## src/inc/pss_pkg.sv

```systemverilog
// Shared constants and types for the power state controller.
`default_nettype none
package pss_pkg;
	// Clock and base tick; all long timers count 1 ms ticks.
	localparam int unsigned CLK_PERIOD_NS = 8;
	localparam int unsigned TICK_NS       = 1000000;
	localparam int unsigned TICK_CYCLES   = TICK_NS / CLK_PERIOD_NS;
	localparam int unsigned MS_PER_S      = 1000;
	// Debounce, exit and sequencer slot times in ms.
	localparam int unsigned CHG_DB_MS     = 120;
	localparam int unsigned GPI_DB_MS     = 30;
	localparam int unsigned EN_DB_MS      = 30;
	localparam int unsigned SHIP_EXIT_MS  = 250;
	localparam int unsigned SLOT_MS       = 2;
	// Watchdog period: shortest value shifted left by the select field.
	localparam int unsigned WDT_MIN_S     = 16;
	localparam logic [1:0]  WATCHDOG_PERIOD_SELECT_RST   = 2'h3;
	// Soft command codes.
	localparam logic [1:0]  CMD_NONE      = 2'h0;
	localparam logic [1:0]  CMD_COLD      = 2'h1;
	localparam logic [1:0]  CMD_OFF       = 2'h2;
	localparam logic [1:0]  CMD_SHIP      = 2'h3;
	// Channel enable codes and charger quality values.
	localparam logic [2:0]  EN_FORCE_ON   = 3'h6;
	localparam logic [2:0]  EN_FORCE_OFF  = 3'h4;
	localparam logic [1:0]  CHG_Q_VALID   = 2'h3;
	localparam logic [1:0]  CHG_Q_INVALID = 2'h0;
	// Channel counts and sequencer slots.
	localparam int unsigned NUM_BUCK      = 3;
	localparam int unsigned NUM_CH        = 4;
	localparam logic [2:0]  SLOT_LAST     = 3'h4;
	// Debounced input indices.
	localparam int unsigned DB_N          = 5;
	localparam int unsigned DB_EN         = 0;
	localparam int unsigned DB_CHG        = 1;
	localparam int unsigned DB_GPI        = 2;
	localparam int unsigned DB_CW         = 16;
	localparam logic [4:0]  DB_RST_VAL    = 5'h01;
	// Synchronised level indices.
	localparam int unsigned SY_OT         = 0;
	localparam int unsigned SY_UV         = 1;
	localparam int unsigned SY_OV         = 2;
	localparam int unsigned SY_LOW        = 3;
	localparam int unsigned SY_LOST       = 4;

	typedef enum logic [5:0] {
		ST_OFF  = 6'h01,
		ST_STBY = 6'h02,
		ST_RON  = 6'h04,
		ST_PUP  = 6'h08,
		ST_PDN  = 6'h10,
		ST_SHIP = 6'h20
	} pss_state_e;
endpackage : pss_pkg
`default_nettype wire

```

## src/inc/pss_db_if.sv

```systemverilog
// Carrier between the controller and its input debouncer.
`timescale 1ns/1ps
`default_nettype none
interface pss_db_if #(
	parameter int unsigned N  = 5,
	parameter int unsigned CW = 16
);
	logic                 tick;
	logic [N-1:0]         raw;
	logic [N-1:0][CW-1:0] limit;
	logic [N-1:0]         clean;
	logic [N-1:0]         rise;
	logic [N-1:0]         fall;
	modport core (input tick, input raw, input limit, output clean, output rise, output fall);
	modport user (output tick, output raw, output limit, input clean, input rise, input fall);
endinterface : pss_db_if
`default_nettype wire

```

## src/hw/pss_debounce.sv

```systemverilog
// Two-edge debouncer for pin inputs, counting 1 ms ticks.
`timescale 1ns/1ps
`default_nettype none
module pss_debounce #(
	parameter int unsigned N       = 5,
	parameter int unsigned CW      = 16,
	parameter logic [N-1:0] RST_VAL = '0
) (
	input wire logic clock,
	input wire logic rst,
	pss_db_if.core   db
);
	logic [N-1:0] s1_q;
	logic [N-1:0] s2_q;
	logic [N-1:0] clean_q;
	logic [N-1:0] rise_q;
	logic [N-1:0] fall_q;

	always_ff @(posedge clock) begin
		if (rst) begin
			s1_q <= RST_VAL;
			s2_q <= RST_VAL;
		end else begin
			s1_q <= db.raw;
			s2_q <= s1_q;
		end
	end

	genvar i;
	generate
		for (i = 0; i < N; i++) begin : g_ch
			logic [CW-1:0] cnt_q;
			logic          differ;
			logic          done;
			assign differ = s2_q[i] != clean_q[i];
			assign done   = differ && db.tick && (cnt_q + 1'b1 >= db.limit[i]);
			// Any return to the old level restarts the full period.
			always_ff @(posedge clock) begin
				if (rst || !differ || done) begin
					cnt_q <= '0;
				end else if (db.tick) begin
					cnt_q <= cnt_q + 1'b1;
				end
			end
			always_ff @(posedge clock) begin
				if (rst) begin
					clean_q[i] <= RST_VAL[i];
					rise_q[i]  <= 1'b0;
					fall_q[i]  <= 1'b0;
				end else begin
					clean_q[i] <= done ? s2_q[i] : clean_q[i];
					rise_q[i]  <= done && s2_q[i];
					fall_q[i]  <= done && !s2_q[i];
				end
			end
		end
	endgenerate

	assign db.clean = clean_q;
	assign db.rise  = rise_q;
	assign db.fall  = fall_q;
endmodule : pss_debounce
`default_nettype wire

```

## src/hw/pss_power_state_ctrl.sv

```systemverilog
// On/off state controller with sequencer, watchdog and ship mode.
`timescale 1ns/1ps
`default_nettype none
module pss_power_state_ctrl
	import pss_pkg::*;
#(
	parameter int unsigned TICK_CYCLES = pss_pkg::TICK_CYCLES,
	parameter int unsigned MS_PER_S    = pss_pkg::MS_PER_S,
	parameter int unsigned EN_DB_MS    = pss_pkg::EN_DB_MS,
	parameter int unsigned SLOT_MS     = pss_pkg::SLOT_MS,
	parameter bit          WATCHDOG_LOCK_BIT    = 1'b0,
	parameter bit          WATCHDOG_ENABLE_BIT_DEF  = 1'b0
) (
	input  wire logic                            clock,
	input  wire logic                            rst,
	input  wire logic                            enable_pin_low,
	input  wire logic                            charger_input_raw,
	input  wire logic [2:0]                      gpi_raw,
	input  wire logic                            die_overtemp,
	input  wire logic                            load_rail_uvlo,
	input  wire logic                            load_rail_ovlo,
	input  wire logic                            load_rail_low,
	input  wire logic                            cell_power_lost,
	input  wire logic                            soft_command_write,
	input  wire logic [1:0]                      soft_command_code,
	input  wire logic                            bias_request_bit,
	input  wire logic [3:0]                      analog_monitor_select,
	input  wire logic [pss_pkg::NUM_BUCK-1:0][2:0] buck_channel_enable_code,
	input  wire logic [2:0]                      linear_channel_enable_code,
	input  wire logic                            manual_reset_flag,
	input  wire logic                            watchdog_write,
	input  wire logic                            watchdog_enable_bit,
	input  wire logic [1:0]                      watchdog_period_select,
	input  wire logic                            watchdog_clear_bit,
	input  wire logic                            watchdog_action_select,
	input  wire logic                            expiry_flag_clear,
	output pss_pkg::pss_state_e                  ctrl_state,
	output logic                                 config_register_reset,
	output logic                                 host_access_ok,
	output logic                                 cell_disconnect,
	output logic                                 charger_feeds_load_rail,
	output logic                                 main_bias_on,
	output logic [pss_pkg::NUM_CH-1:0]           channel_on,
	output logic [2:0]                           sequencer_slot,
	output logic                                 wake_flag,
	output logic                                 watchdog_enable_state,
	output logic [1:0]                           watchdog_period_state,
	output logic                                 watchdog_lock_state,
	output logic                                 wdt_reset_flag,
	output logic                                 wdt_off_flag,
	output logic [1:0]                           charger_input_quality,
	output logic                                 enable_debounced,
	output logic [2:0]                           gpi_debounced
);
	function automatic logic is_on(input logic [2:0] code);
		is_on = code == EN_FORCE_ON;
	endfunction : is_on

	function automatic logic is_off(input logic [2:0] code);
		is_off = code == EN_FORCE_OFF;
	endfunction : is_off

	pss_state_e    state_q;
	pss_state_e    state_d;
	logic [31:0]   tick_cnt_q;
	logic          tick;
	logic [4:0]    sy1_q;
	logic [4:0]    sy2_q;
	logic [1:0]    cmd_q;
	logic          wake_q;
	logic          seq_done_q;
	logic [2:0]    slot_q;
	logic [15:0]   slot_cnt_q;
	logic          watchdog_enable_bit_q;
	logic [1:0]    watchdog_period_select_q;
	logic [31:0]   wdt_cnt_q;
	logic          wdt_exp_q;
	logic          wdt_rst_q;
	logic          wdt_off_q;
	logic [15:0]   exit_cnt_q;
	logic          feed_q;
	logic          cfg_rst_q;
	logic [NUM_CH-1:0] ch_q;
	logic          bias_q;

	pss_db_if #(.N(DB_N), .CW(DB_CW)) dbi ();

	pss_debounce #(
		.N       (DB_N),
		.CW      (DB_CW),
		.RST_VAL (DB_RST_VAL)
	) u_db (
		.clock (clock),
		.rst   (rst),
		.db    (dbi)
	);

	// Tick divider: every long timer runs on a 1 ms tick to keep counters narrow.
	assign tick = tick_cnt_q == TICK_CYCLES - 1;
	always_ff @(posedge clock) begin
		if (rst || tick) begin
			tick_cnt_q <= '0;
		end else begin
			tick_cnt_q <= tick_cnt_q + 32'h1;
		end
	end

	// Analog comparator levels arrive from another domain.
	always_ff @(posedge clock) begin
		if (rst) begin
			sy1_q <= '0;
			sy2_q <= '0;
		end else begin
			sy1_q <= {cell_power_lost, load_rail_low, load_rail_ovlo, load_rail_uvlo, die_overtemp};
			sy2_q <= sy1_q;
		end
	end

	assign dbi.tick              = tick;
	assign dbi.raw               = {gpi_raw, charger_input_raw, enable_pin_low};
	assign dbi.limit[DB_EN]      = DB_CW'(EN_DB_MS);
	assign dbi.limit[DB_CHG]     = DB_CW'(CHG_DB_MS);
	assign dbi.limit[DB_GPI]     = DB_CW'(GPI_DB_MS);
	assign dbi.limit[DB_GPI+1]   = DB_CW'(GPI_DB_MS);
	assign dbi.limit[DB_GPI+2]   = DB_CW'(GPI_DB_MS);

	wire en_db     = !dbi.clean[DB_EN];
	wire en_press  = dbi.fall[DB_EN];
	wire chg_ok    = dbi.clean[DB_CHG];
	wire chg_rise  = dbi.rise[DB_CHG];
	wire fault     = sy2_q[SY_OT] || sy2_q[SY_UV] || sy2_q[SY_OV];
	wire rail_low  = sy2_q[SY_LOW];
	wire pwr_lost  = sy2_q[SY_LOST];

	// Per-channel force decoding and sequencer participation.
	logic [NUM_CH-1:0] f_on;
	logic [NUM_CH-1:0] f_off;
	logic [NUM_CH-1:0] ch_d;
	wire seq_live = state_q == ST_RON || state_q == ST_PUP || state_q == ST_PDN;
	genvar c;
	generate
		for (c = 0; c < NUM_CH; c++) begin : g_ch
			wire [2:0] code = (c < NUM_BUCK) ? buck_channel_enable_code[c % NUM_BUCK]
			                                 : linear_channel_enable_code;
			assign f_on[c]  = is_on(code);
			assign f_off[c] = is_off(code);
			assign ch_d[c]  = (f_on[c] && !sy2_q[SY_UV])
			               || (!f_off[c] && !f_on[c] && seq_live && slot_q > 3'(c));
		end
	endgenerate

	wire any_on   = |f_on;
	wire all_off  = &f_off;
	wire res_on   = analog_monitor_select != 4'h0 || chg_ok || any_on || wake_q;
	wire stby_ok  = bias_request_bit || res_on;
	wire down_req = cmd_q != CMD_NONE || wdt_exp_q || manual_reset_flag;
	wire slot_end = tick && slot_cnt_q == 16'(SLOT_MS - 1);
	wire exit_ok  = rail_low && (chg_rise || exit_cnt_q >= 16'(SHIP_EXIT_MS));

	always_comb begin
		state_d = state_q;
		case (state_q)
			ST_OFF: begin
				if (stby_ok) begin
					state_d = ST_STBY;
				end
			end
			ST_STBY: begin
				if (cmd_q == CMD_SHIP && !en_db) begin
					state_d = ST_SHIP;
				end else if (!stby_ok || down_req) begin
					state_d = ST_OFF;
				end else if (res_on && !fault) begin
					state_d = ST_RON;
				end
			end
			ST_RON: begin
				if (fault) begin
					state_d = ST_STBY;
				end else if (seq_done_q && (all_off || down_req)) begin
					state_d = ST_PDN;
				end else if (!res_on || down_req) begin
					state_d = ST_STBY;
				end else if (!seq_done_q && !all_off && wake_q) begin
					state_d = ST_PUP;
				end
			end
			ST_PUP: begin
				if (fault) begin
					state_d = ST_STBY;
				end else if (slot_q == SLOT_LAST) begin
					state_d = ST_RON;
				end
			end
			ST_PDN: begin
				if (slot_q == 3'h0) begin
					state_d = ST_STBY;
				end
			end
			ST_SHIP: begin
				if (pwr_lost || exit_ok) begin
					state_d = ST_OFF;
				end
			end
			default: state_d = ST_OFF;
		endcase
	end

	wire enter_ship = state_d == ST_SHIP && state_q != ST_SHIP;
	wire enter_off  = state_d == ST_OFF && state_q != ST_OFF;
	wire pup_done   = state_q == ST_PUP && state_d == ST_RON;

	always_ff @(posedge clock) begin
		if (rst) begin
			state_q <= ST_OFF;
		end else begin
			state_q <= state_d;
		end
	end

	// The command is held until shutdown consumes it, so it cannot be lost mid-sequence.
	always_ff @(posedge clock) begin
		if (rst || cfg_rst_q || enter_off) begin
			cmd_q <= CMD_NONE;
		end else if (soft_command_write && state_q != ST_SHIP) begin
			cmd_q <= soft_command_code;
		end
	end

	wire wdt_run = watchdog_enable_bit_q && state_q != ST_OFF && state_q != ST_SHIP;
	wire [31:0] wdt_lim = (32'(WDT_MIN_S) * 32'(MS_PER_S)) << watchdog_period_select_q;
	wire wdt_hit = wdt_cnt_q + 32'h1 >= wdt_lim;
	wire wdt_fire = tick && wdt_run && wdt_hit;

	// Setting wins over the completion clear.
	wire wake_set = en_press || chg_rise || (soft_command_write && soft_command_code == CMD_COLD)
	             || (tick && wdt_run && wdt_hit && watchdog_action_select);
	always_ff @(posedge clock) begin
		if (rst) begin
			wake_q <= 1'b0;
		end else if (wake_set) begin
			wake_q <= 1'b1;
		end else if (pup_done) begin
			wake_q <= 1'b0;
		end
	end

	// Master sequencing timer.
	always_ff @(posedge clock) begin
		if (rst || !(state_q == ST_PUP || state_q == ST_PDN) || slot_end) begin
			slot_cnt_q <= '0;
		end else if (tick) begin
			slot_cnt_q <= slot_cnt_q + 16'h1;
		end
	end

	always_ff @(posedge clock) begin
		if (rst || state_q == ST_OFF || state_q == ST_STBY) begin
			slot_q     <= 3'h0;
			seq_done_q <= 1'b0;
		end else begin
			if (state_q == ST_PUP && slot_end && slot_q != SLOT_LAST) begin
				slot_q <= slot_q + 3'h1;
			end else if (state_q == ST_PDN && slot_end && slot_q != 3'h0) begin
				slot_q <= slot_q - 3'h1;
			end
			if (pup_done) begin
				seq_done_q <= 1'b1;
			end
		end
	end

	// Watchdog configuration under the factory lock options.
	always_ff @(posedge clock) begin
		if (rst || cfg_rst_q) begin
			watchdog_enable_bit_q  <= WATCHDOG_ENABLE_BIT_DEF;
			watchdog_period_select_q <= WATCHDOG_PERIOD_SELECT_RST;
		end else if (watchdog_write && state_q != ST_SHIP) begin
			watchdog_period_select_q <= watchdog_period_select;
			if (!WATCHDOG_LOCK_BIT) begin
				watchdog_enable_bit_q <= watchdog_enable_bit;
			end else if (!WATCHDOG_ENABLE_BIT_DEF) begin
				watchdog_enable_bit_q <= watchdog_enable_bit_q || watchdog_enable_bit;
			end
		end
	end

	always_ff @(posedge clock) begin
		if (rst || !wdt_run || wdt_fire || (watchdog_clear_bit && watchdog_write)) begin
			wdt_cnt_q <= '0;
		end else if (tick) begin
			wdt_cnt_q <= wdt_cnt_q + 32'h1;
		end
	end

	// Expiry forces the path to shutdown; the recorded cause survives it.
	always_ff @(posedge clock) begin
		if (rst) begin
			wdt_exp_q <= 1'b0;
			wdt_rst_q <= 1'b0;
			wdt_off_q <= 1'b0;
		end else begin
			wdt_exp_q <= wdt_fire || (wdt_exp_q && !enter_off);
			wdt_rst_q <= (wdt_fire && watchdog_action_select)
			          || (wdt_rst_q && !expiry_flag_clear);
			wdt_off_q <= (wdt_fire && !watchdog_action_select)
			          || (wdt_off_q && !expiry_flag_clear);
		end
	end

	// Ship exit interval only starts once the pin debounce has settled.
	always_ff @(posedge clock) begin
		if (rst || state_q != ST_SHIP || !en_db) begin
			exit_cnt_q <= '0;
		end else if (tick && exit_cnt_q < 16'(SHIP_EXIT_MS)) begin
			exit_cnt_q <= exit_cnt_q + 16'h1;
		end
	end

	always_ff @(posedge clock) begin
		if (rst) begin
			feed_q    <= 1'b0;
			cfg_rst_q <= 1'b0;
			ch_q      <= '0;
			bias_q    <= 1'b0;
		end else begin
			feed_q    <= enter_ship ? chg_ok
			           : (feed_q && chg_ok && state_q == ST_SHIP);
			cfg_rst_q <= enter_ship || wdt_fire;
			ch_q      <= ch_d;
			bias_q    <= any_on || (state_d != ST_OFF && state_d != ST_SHIP);
		end
	end

	assign ctrl_state              = state_q;
	assign config_register_reset   = cfg_rst_q;
	assign host_access_ok          = state_q != ST_SHIP;
	assign cell_disconnect         = state_q == ST_SHIP;
	assign charger_feeds_load_rail = feed_q;
	assign main_bias_on            = bias_q;
	assign channel_on              = ch_q;
	assign sequencer_slot          = slot_q;
	assign wake_flag               = wake_q;
	assign watchdog_enable_state   = watchdog_enable_bit_q;
	assign watchdog_period_state   = watchdog_period_select_q;
	assign watchdog_lock_state     = WATCHDOG_LOCK_BIT;
	assign wdt_reset_flag          = wdt_rst_q;
	assign wdt_off_flag            = wdt_off_q;
	assign charger_input_quality   = chg_ok ? CHG_Q_VALID : CHG_Q_INVALID;
	assign enable_debounced        = en_db;
	assign gpi_debounced           = dbi.clean[DB_GPI+2:DB_GPI];
endmodule : pss_power_state_ctrl
`default_nettype wire

```

## config.mk

```make
export PLATFORM = sky130hd
export DESIGN_NAME = pss_power_state_ctrl
export DESIGN_NICKNAME = d
export VERILOG_FILES = /design/src/inc/pss_pkg.sv /design/src/inc/pss_db_if.sv /design/src/hw/pss_debounce.sv /design/src/hw/pss_power_state_ctrl.sv
export SDC_FILE = /design/constraint.sdc
export NUM_CORES = 1
export LEC_CHECK = 0
export ABC_AREA = 1
export BUFFER_PORTS_ARGS = -buffer_cell sky130_fd_sc_hd__buf_2
export CAP_MARGIN = 5
export CORE_MARGIN = 10
export CORE_UTILIZATION = 35
export CTS_BUF_LIST = sky130_fd_sc_hd__clkbuf_4 sky130_fd_sc_hd__clkbuf_8
export DETAILED_ROUTE_END_ITERATION = 10
export PLACE_DENSITY_LB_ADDON = 0.12
export SETUP_SLACK_MARGIN = 0.15
export SLEW_MARGIN = 10
export SYNTH_ARGS = -nofsm -noshare
export SYNTH_HDL_FRONTEND = slang
export SYNTH_HIERARCHICAL = 1
export SYNTH_SLANG_ARGS = --single-unit
export TNS_END_PERCENT = 50
```

## constraint.sdc

```tcl
create_clock -name clock -period 5.15 [get_ports clock]
set_input_delay 0.2575 -clock clock [delete_from_list [all_inputs] [get_ports clock]]
set_output_delay 0.2575 -clock clock [all_outputs]
set_load 0.02 [all_outputs]
```

Yosys cells after proc, flatten, opt, wreduce, memory -nomap -nowiden

Index checks and enable logic that the tools add are counted.

Register bits: 229

Reductions and logical operators: 143
Equality and inequality tests: 32
Order comparisons: 12
Shift-type cells: 1
Add/subtract/negate cells: 11
Muxes and demuxes: 19

Operator list:

| operator              | number |
|---|---|
| $add 16x1->16 const B | 7 |
| $mux 6                | 12 |
| $add 32x1->32 const B | 2 |
| $ge 16x5->1 const B   | 4 |
| $logic_and 1x1->1     | 59 |
| $logic_or 1x1->1      | 50 |
| $pmux 6 s6            | 1 |
| $eq 32x17->1 const B  | 1 |
| $ge 32x32->1          | 1 |
| $shl 14x2->32 const A | 1 |
| $eq 3x3->1 const B    | 9 |
| $logic_not 1->1       | 26 |
| $eq 16x1->1 const B   | 1 |
| $ge 16x7->1 const B   | 1 |
| $ge 16x8->1 const B   | 1 |
| $lt 16x8->1 const B   | 1 |
| $eq 6x1->1 const B    | 2 |
| $eq 6x3->1 const B    | 2 |
| $eq 6x6->1 const B    | 2 |
| $ne 6x1->1 const B    | 2 |
| $ne 6x6->1 const B    | 2 |
| $eq 6x2->1 const B    | 1 |
| $eq 6x4->1 const B    | 1 |
| $eq 6x5->1 const B    | 1 |
| other kinds (17)      | 28 |

Logic depth before layout (Yosys ltp)

Gate-level depths: netlist (run 1).

Depth in word-level cells: 15
Mapped depth: 19

Modules after synthesis

Netlist (run 1), hierarchy kept.

Modules (own cells, without submodules):

| module               | times used | seq. area each (sq um) | area an instance (sq um) | cells each |
|---|---|---|---|---|
| pss_debounce         | 1          | 2,102.0                | 7,822.5                  | 1,193 |
| pss_power_state_ctrl | 1          | 2,642.5                | 7,499.7                  | 1,169 |

Worst setup path after synthesis (run 1)

No wires, ideal clock.

Path type: reg-to-reg
Start: register wdt_cnt_q[0]
End: register wdt_cnt_q[2]
Stages on the path, launching flop included: 20
Arrival time: 2.425 ns
Data required time: 5.077 ns
Setup time: 0.073 ns
Path slack: 2.652 ns
Period minus slack after synthesis: 2.498 ns
Cells stage by stage: dfxtp_1 > ha_1 > nand2_1 > nor2_4 > nand2_1 > nor2_2 > xor2_1 > ha_1 > nand2_1 > nor2_1 > nor2_1 > o211ai_1 > nand3b_1 > nand2_1 > nand2_1 > nand3_2 > nand2_2 > nand2_4 > buf_6 > nor3_4

Word-level cells in the longest chain between the ends: 5

Ends and longest elaborated chain:

| what                          | RTL line                                                 | RTL |
|---|---|---|
| from (decl)                   | pss_power_state_ctrl.sv:76                               | `logic [31:0] wdt_cnt_q;` |
| from (signal assigned)        | pss_power_state_ctrl.sv:292                              | `wdt_cnt_q <= wdt_cnt_q + 32'h1;` |
| $add 32x1->32 *               | pss_power_state_ctrl.sv:232, pss_power_state_ctrl.sv:292 |  |
| $ge 32x32->1                  | pss_power_state_ctrl.sv:232                              | `wire wdt_hit = wdt_cnt_q + 32'h1 >= wdt_lim;` |
| $logic_and 1x1->1             | pss_power_state_ctrl.sv:233                              | `wire wdt_fire = tick && wdt_run && wdt_hit;` |
| $logic_or 1x1->1 (2 in a row) | pss_power_state_ctrl.sv:289                              | `if (rst \|\| !wdt_run \|\| wdt_fire \|\| (watchdog_clear_bit && watchdog_write)) begin` |

Mark *: on every way between the ends. The rest lies on a longest branch, timed or not.
A chain may end at the register's enable or synchronous reset.

Worst setup path in the final report (run 1)

Start: register wdt_cnt_q[0]
End: register wdt_rst_q, in the netlist wdt_reset_flag

Word-level cells in the longest chain between the ends: 5

Ends and longest elaborated chain:

| what                 | RTL line                    | RTL |
|---|---|---|
| $add 32x1->32        | pss_power_state_ctrl.sv:232 |  |
| $ge 32x32->1         | pss_power_state_ctrl.sv:232 |  |
| $logic_and 1x1->1    | pss_power_state_ctrl.sv:233 |  |
| $logic_and 1x1->1    | pss_power_state_ctrl.sv:304 | `wdt_rst_q <= (wdt_fire && watchdog_action_select)` |
| $logic_or 1x1->1     | pss_power_state_ctrl.sv:305 | `\|\| (wdt_rst_q && !expiry_flag_clear);` |
| to (signal assigned) | pss_power_state_ctrl.sv:304 |  |
| to (decl)            | pss_power_state_ctrl.sv:78  | `logic wdt_rst_q;` |

No other way between the ends.

==> flow_summary.json, run 1 <==
{
  "seq_area_um2": 4580,
  "cts.sink_count": 229,
  "cap_violations": 0,
  "syn_area_per_cell_um2": 6.45,
  "vias": 14200,
  "worst_slew_pin_slew_ps": 813,
  "ios": 71,
  "cts_resized": 0,
  "p_leak_nw": 7.97,
  "fin_tns_setup_ps": 0,
  "final-instance-count-excl-fill": 3155,
  "setup-violations-final": 0,
  "relSlewSlack_pct": 45.5,
  "cp-startpoint": "wdt_cnt_q[0]",
  "ff2ff_path_depth": 18,
  "crit_type": "reg2reg",
  "htreeDepth": 2,
  "antenna_found_initial": 1,
  "drt_wl_total_um": 37700,
  "clk_pin_slew_ps": 50,
  "synthCells": 2342,
  "numCtsBuffers": 45,
  "drc": 0,
  "die_area_um2": 51900,
  "fmaxAchievable_ghz": 0.316,
  "multi_input_area_um2": 9120,
  "cp.arrival_ps": 3660,
  "worstPathRequired_ps": 5650,
  "io_buffers": 69,
  "rsz0062_at_grt": "no",
  "rows": 76,
  "worstSetupStartpointType": "flip-flop",
  "critPathMaxFanout": 5,
  "netlist_area_um2": 15100,
  "r2r-start": "wdt_cnt_q[0]",
  "hold_viol": 0,
  "final_area_um2": 17600,
  "grt_pass1_vias": 13300,
  "grt_first_pass_wirelength_um": 63100,
  "skew_ps": 31.8,
  "place_inst": 3040,
  "holdPathStages": 4,
  "period_needed_ps": 3160,
  "hp-start": "watchdog_write",
  "drive_gt1_share_pct": 8.88,
  "die_y_um": 228,
  "drt_first_pass_iters": 5,
  "clk_path_buf_depth": 3,
  "avgViaCountPerCell": 4.50,
  "gr-total-overflow": 0,
  "wl_per_cell_um": 11.9,
  "dp.final_hpwl_um": 28300,
  "grt_max_degree": 44,
  "ys_warn_count": 6,
  "irDropWorstVdd_v": 0.000155,
  "dpl_cell_area_um2": 16300,
  "fin_nets": 2682,
  "gp_congestion": 0.901,
  "drt_iter0_drc": 713,
  "drtAntennaViolNets": 0,
  "finalCritPeriodShare_pct": 61.4,
  "design.core.area_um2": 42900,
  "cellPowerDensity_nw_per_um2": 225,
  "min_path_type": "in2reg",
  "clk_latency_ps": 620,
  "start_util_pct": 35.2,
  "fill_cells": 4598,
  "fp.dieW_um": 228,
  "power_mw": 3.96,
  "endpoint_kind": "flip-flop",
  "status": "completed",
  "cts_root_buf": "clkbuf_8",
  "grt_use_total_pct": 14.2,
  "tritoncts": "yes",
  "report.final.slew_viol_count": 0,
  "fin_util_pct": 41.0,
  "syn2layout_area_growth_pct": 16.4
}
what timing repair did:
| action | CTS | global route |
|---|---|---|
| hold buffers | 35 | 0 |
| endpoints found under the hold margin | 22 | 0 |
| setup buffers | 0 | 0 |
worst max-delay path, stage by stage, from the launching register on:
cell	delay (ps)
dfxtp_1	400
ha_1	270
nand2_1	120
nor2_4	110
nand2_1	140
nor2_2	170
xor2_1	210
ha_1	270
nand2_1	70
nor2_1	40
nor2_1	80
o211ai_1	90
nand3b_1	90
nand2_1	50
nand2_1	70
nand3_2	110
nand3_1	120
a21oi_1	60
dlygate4sd3_1	570
registers in the layout (all words and copies together), names as in the netlist, 2 cells and up:
register               cells
ctrl_state                 6
sy2_q                      5
exit_cnt_q                16
sequencer_slot             3
u_db/s1_q                  5
tick_cnt_q                32
cmd_q                      2
wdt_cnt_q                 32
u_db/s2_q                  5
sy1_q                      5
watchdog_period_state      2
u_db/db.clean              5
u_db/g_ch.cnt_q           80
slot_cnt_q                16
channel_on                 4
cell usage in the layout (no fill, tap or decap), types with 5 or more instances in the layout:
| master | n |
|---|---|
| nand3_1 | 96 |
| xnor2_1 | 13 |
| nor4_1 | 10 |
| nand2_2 | 11 |
| a211oi_1 | 7 |
| mux2i_1 | 7 |
| dlygate4sd3_1 | 35 |
| o21bai_1 | 22 |
| a21oi_1 | 93 |
| a21oi_2 | 8 |
| or2_2 | 10 |
| nor2_4 | 10 |
| nor3_2 | 5 |
| inv_1 | 384 |
| o21ai_0 | 119 |
| nand2_1 | 581 |
| nor3_4 | 5 |
| ha_1 | 105 |
| inv_2 | 6 |
| clkbuf_8 | 57 |
| nor3_1 | 52 |
| nor2_2 | 9 |
| dfxtp_1 | 229 |
| xor2_1 | 52 |
| clkbuf_4 | 15 |
| buf_2 | 69 |
| buf_4 | 6 |
| nand4_1 | 61 |
| conb_1 | 81 |
| nor2_1 | 351 |
| and2_1 | 12 |
| nor3b_1 | 6 |
| nand3b_1 | 10 |
final timing paths:
check | endpoint | slack (ps)
hold reg to reg | sy2_q[0] | 400
setup / recovery | wdt_reset_flag | 1990
hold / removal | watchdog_period_state[1] | 60
setup reg to reg | wdt_reset_flag | 1990
through the flow:
stage               hold slack [ps]  setup WS, ps
global route                   94.9          1700
detailed placement              394          2170
floorplan                       361          2650
finish                         64.8          1990
global placement                393          2180
CTS                            8.98          1970
routing by layer:
metal,share of wire (%),global-route usage (%),vias up
met5,0,0,-
met4,2.1,4.53,0
met3,3.5,2.22,54
met2,47,24.5,179
met1,47,17.8,6258
li1,-,-,7704
layout make-up:
| class | instances | area share [%] |
|---|---|---|
| Clock inverter | 7 | 0.256 |
| Clock buffer | 72 | 5.10 |
| Antenna cell | 1 | 0.0142 |
| Tap cell | 585 | 4.16 |
| Inverter | 392 | 8.36 |
| Sequential cell | 229 | 26.1 |
| Multi-Input combinational cell | 1759 | 51.8 |
| Timing Repair Buffer | 110 | 4.21 |
where the power goes:
part	total [mW]	switching, mW	internal, mW
logic	0.224	0.137	0.0866
clock network	1.94	0.838	1.10
registers	1.80	0.0108	1.79
Note: power is estimated with default switching activity, not from simulation.
==> inputs of run 2 (changes only) <==
- clock period: 5.15 -> 3.2 ns (I/O delays scaled with it)
==> flow_summary.json, run 2 (same netlist as run 1, synthesis figures left out) <==
{
  "antenna_found_initial": 0,
  "fp.dieW_um": 228,
  "drive_gt1_share_pct": 9.60,
  "start_util_pct": 35.2,
  "period_needed_ps": 2850,
  "grt_use_total_pct": 14.4,
  "avgViaCountPerCell": 4.55,
  "cp.arrival_ps": 3390,
  "gp_congestion": 0.908,
  "report.final.slew_viol_count": 0,
  "rsz0062_at_grt": "yes",
  "clk_latency_ps": 620,
  "status": "completed",
  "fin_nets": 2704,
  "p_comb_share_pct": 5.9,
  "grt_pass1_vias": 13500,
  "setup-violations-final": 0,
  "drt_iter0_drc": 765,
  "cts.sink_count": 229,
  "tritoncts": "yes",
  "gr-total-overflow": 0,
  "relSlewSlack_pct": 45.4,
  "dpl_cell_area_um2": 16300,
  "worstSetupStartpointType": "flip-flop",
  "netSwitchingFraction_pct": 24.7,
  "pwr-share-clk_pct": 49.3,
  "skew_ps": 29.3,
  "numCtsBuffers": 47,
  "largest_register_ffs": 80,
  "fin_tns_setup_ps": 0,
  "wl_per_cell_um": 12.1,
  "die_area_um2": 51900,
  "io_buffers": 69,
  "sequentialPowerShare_pct": 44.8,
  "p_sw_mw": 1.60,
  "rows": 76,
  "ios": 71,
  "min_path_type": "in2reg",
  "worst_slew_pin_slew_ps": 818,
  "clk_path_buf_depth": 3,
  "vias": 14500,
  "cellPowerDensity_nw_per_um2": 363,
  "endpoint_kind": "flip-flop",
  "internal_power_mw": 4.87,
  "reg_top3": "u_db/g_ch.cnt_q x80, tick_cnt_q x32, wdt_cnt_q x32",
  "grt_max_degree": 55,
  "p_leak_nw": 8.09,
  "drt_wl_total_um": 38400,
  "clk_pin_slew_ps": 60,
  "irDropWorstVdd_v": 0.000214,
  "crit_type": "reg2reg",
  "design.core.area_um2": 42900,
  "cap_violations": 0,
  "die_y_um": 228,
  "cts_root_buf": "clkbuf_8",
  "hold_viol": 0,
  "critPathMaxFanout": 8,
  "fmaxAchievable_ghz": 0.350,
  "final_area_um2": 17900,
  "drc": 0,
  "layout_commonest_cell": "nand2_1",
  "drtAntennaViolNets": 0,
  "n_antenna_cell": 0,
  "finalCritPeriodShare_pct": 89.2,
  "top_register": "u_db/g_ch.cnt_q",
  "worstPathRequired_ps": 3740,
  "dp.final_hpwl_um": 28400,
  "final_cell_mix": "581 x nand2_1, 384 x inv_1, 351 x nor2_1",
  "syn2layout_area_growth_pct": 18.2,
  "htreeDepth": 2,
  "drt_first_pass_iters": 5,
  "grt_first_pass_wirelength_um": 64200
}
## run 2: changes by cell type in the layout (fill, tap and decap cells not counted), sizes merged
cell and delta:
buf +8, clkinvlp -1, diode -1, clkinv -2
inv +1, dlygate4sd3 +10, nand2 +2, clkbuf +6
## run 2: final timing paths
path | startpoint | endpoint | slack (ps) | cells after the start
max reg2reg | wdt_cnt_q[0] | wdt_cnt_q[22] | 350 | 18
min reg2reg | u_db/s1_q[2] | u_db/s2_q[2] | 400 | 2
min | watchdog_clear_bit | wdt_cnt_q[15] | 80 | 4
max | wdt_cnt_q[0] | wdt_cnt_q[22] | 350 | 18
## run 2: final cells by class
cell class / instances / area, µm²
Clock inverter: 5 / 38.8
Timing Repair Buffer: 128 / 901
Fill cell: 4603 / 25000
Clock buffer: 78 / 936
Inverter: 392 / 1470
Multi-Input combinational cell: 1761 / 9200
Sequential cell: 229 / 4590
Tap cell: 585 / 732
## run 2: through the flow
stage	setup slack, ps	total power [mW]	instances	hold WS (ps)	util, %
finish	347	6.48	3178	84.7	41.6
global route	137	6.79	3178	43.0	41.6
CTS	157	6.62	3175	25.1	41.4
detailed placement	208	3.29	3047	367	38.1
global placement	277	3.29	3047	363	38.1
floorplan	702	3.19	2421	264	-
## run 2: timing repair
item	CTS	global route
endpoints found under the setup margin	0	33
hold buffers	45	0
buffers inserted	0	1
resized for setup	0	12
endpoints found under the hold margin	29	0
## run 2: critical path, cell delays in order (launching register included)
cell      delay [ps]
dfxtp_2          370
ha_2             220
nand2_1           90
nor2_4           110
nand2_1          170
nor2_4           150
xor2_1           230
ha_1             280
nand2_1           70
nor2_1            40
nor2_1            90
o211ai_1          90
nand3b_1          90
nand2_1           60
nand2_1           70
nand3_2          130
nand2_4          180
nand2_2          190
nor2_1           150
## run 2: power by group through the flow
stage | logic, mW | registers, mW | clock network, mW
3_3_place_gp | 0.326 | 2.96 | 0
2_1_floorplan | 0.223 | 2.97 | 0
5_1_grt | 0.440 | 2.90 | 3.45
3_5_place_dp | 0.331 | 2.96 | 0
6_report | 0.382 | 2.90 | 3.19
4_1_cts | 0.374 | 2.90 | 3.35
## run 2: layer usage
metal	vias up	track usage (%)	share of wire, %
li1	7746	-	-
met1	6458	18.3	48
met2	208	24.3	46
met3	52	2.66	3.9
met4	0	4.09	1.9
met5	-	0	0
==> inputs of run 3 (changes only) <==
- CORE_MARGIN: 10 -> 4
- PLACE_DENSITY_LB_ADDON: 0.12 -> not set
==> flow_summary.json, run 3 (same netlist as run 1, synthesis figures left out) <==
{
  "status": "completed",
  "cp.arrival_ps": 3320,
  "min_path_type": "in2reg",
  "design.core.area_um2": 42300,
  "drtAntennaViolNets": 0,
  "clk_pin_slew_ps": 60,
  "rows": 75,
  "finalCritPeriodShare_pct": 88.1,
  "vias": 14600,
  "grt_first_pass_wirelength_um": 63600,
  "endpoint": "wdt_cnt_q[15]",
  "worst_path_max_delay_cell": "dfxtp_1",
  "r2r-end": "wdt_cnt_q[15]",
  "n_antenna_cell": 0,
  "htreeDepth": 2,
  "fin_tns_setup_ps": 0,
  "die_y_um": 216,
  "clk_path_buf_depth": 3,
  "avgViaCountPerCell": 4.62,
  "critPathMaxFanout": 16,
  "fin_nets": 2695,
  "irDropWorstVdd_v": 0.000270,
  "hp-start": "linear_channel_enable_code[0]",
  "r2r-start": "wdt_cnt_q[5]",
  "final-instance-count-excl-fill": 3160,
  "skew_ps": 31.8,
  "worstSetupStartpointType": "flip-flop",
  "cts_root_buf": "clkbuf_8",
  "place_inst": 3038,
  "ios": 71,
  "report.final.slew_viol_count": 0,
  "ff2ff_path_depth": 17,
  "wl_per_cell_um": 11.7,
  "io_buffers": 69,
  "cp_cell_sequence": "nand2_1 -> nor2_2 -> nand2_2 -> nor2_2 -> xor2_1 -> ha_1 -> nand2_1 -> nor2_1 -> nor2_1 -> o211ai_1 -> nand3b_1 -> nand2_1 -> nand2_1 -> nand3_2 -> nand2_4 -> nand2_4 -> a21oi_2",
  "rsz0062_at_grt": "yes",
  "tritoncts": "yes",
  "layout_commonest_cell": "nand2_1",
  "grt_pass1_vias": 14000,
  "gp_congestion": 0.919,
  "cts.sink_count": 229,
  "worstPathRequired_ps": 3710,
  "antenna_found_initial": 0,
  "reg_top3": "u_db/g_ch.cnt_q x80, tick_cnt_q x32, wdt_cnt_q x32",
  "final_cell_mix": "580 x nand2_1, 384 x inv_1, 351 x nor2_1",
  "drive_gt1_share_pct": 9.45,
  "numCtsBuffers": 45,
  "endpoint_kind": "flip-flop",
  "max_stage_delay_ps": 410,
  "largest_register_ffs": 80,
  "worst_slew_pin_slew_ps": 1130,
  "grt_use_total_pct": 15.8,
  "clk_latency_ps": 580,
  "drt_first_pass_iters": 5,
  "die_area_um2": 46600,
  "gr-total-overflow": 0,
  "fp.dieW_um": 216,
  "rrSetupSlack_ps": 380,
  "relSlewSlack_pct": 24.1,
  "drt_iter0_drc": 787,
  "period_needed_ps": 2820,
  "top_register": "u_db/g_ch.cnt_q",
  "p_leak_nw": 8.05,
  "hold_viol": 0,
  "syn2layout_area_growth_pct": 17.4,
  "cap_violations": 0,
  "setup-violations-final": 0,
  "crit_type": "reg2reg",
  "drt_wl_total_um": 37000,
  "drc": 0,
  "dp.final_hpwl_um": 27600,
  "grt_max_degree": 45,
  "crit_top_cell": "nand2_1",
  "cp-startpoint": "wdt_cnt_q[5]",
  "cellPowerDensity_nw_per_um2": 357,
  "fmaxAchievable_ghz": 0.355,
  "start_util_pct": 35.7
}
==> run 3: layout make-up <==
| class | instances | area (µm²) |
|---|---|---|
| Tap cell | 577 | 722 |
| Multi-Input combinational cell | 1760 | 9180 |
| Clock buffer | 69 | 875 |
| Clock inverter | 11 | 65.1 |
| Fill cell | 4422 | 24600 |
| Sequential cell | 229 | 4580 |
| Timing Repair Buffer | 122 | 851 |
| Inverter | 392 | 1470 |
==> run 3: how the worst min path moves through the flow <==
stage,endpoint,slack [ps],cells after the start
floorplan,u_db/s1_q[0],260,1
global placement,u_db/s1_q[2],370,3
detailed placement,sy1_q[2],370,3
CTS,channel_on[3],2,5
global route,ctrl_state[0],50,4
finish,channel_on[3],40,5
==> run 3: report_power, final <==
part	internal (mW)	switching (mW)
logic	0.148	0.224
registers	2.88	0.0177
clock network	1.75	1.32
==> run 3: routing by layer <==
metal	part of all wire (%)	GRT usage, %	up-vias
met4	2.4	5.00	0
li1	-	-	7722
met5	0	0	-
met1	46	20.0	6517
met2	47	27.4	272
met3	4.8	2.60	80
==> run 3: worst max-delay path: cells and delay by family (launching register included) <==
family | cells | cell delay (ps)
adders and majority gates | 1 | 290
AOI/OAI and AO/OA | 2 | 280
xor gates and xnor gates | 1 | 230
and+or+nand+nor | 13 | 1530
DFF | 1 | 410
==> run 3: metrics by stage <==
step	utilization, %	total power [mW]	worst slack, ps	hold WS, ps	cell area, µm²
finish	41.9	6.33	382	41.9	17700
detailed placement	38.6	3.29	167	370	16300
floorplan	-	3.19	702	264	15400
global placement	38.6	3.28	263	368	16300
global route	41.9	6.67	124	45.0	17700
CTS	41.7	6.46	169	1.80	17700
==> run 3: what timing repair did <==
item / CTS / global route
setup endpoints to repair: 0 / 33
buffers inserted: 0 / 3
endpoints found under the hold margin: 23 / 0
hold buffers: 38 / 0
resized for setup: 0 / 9
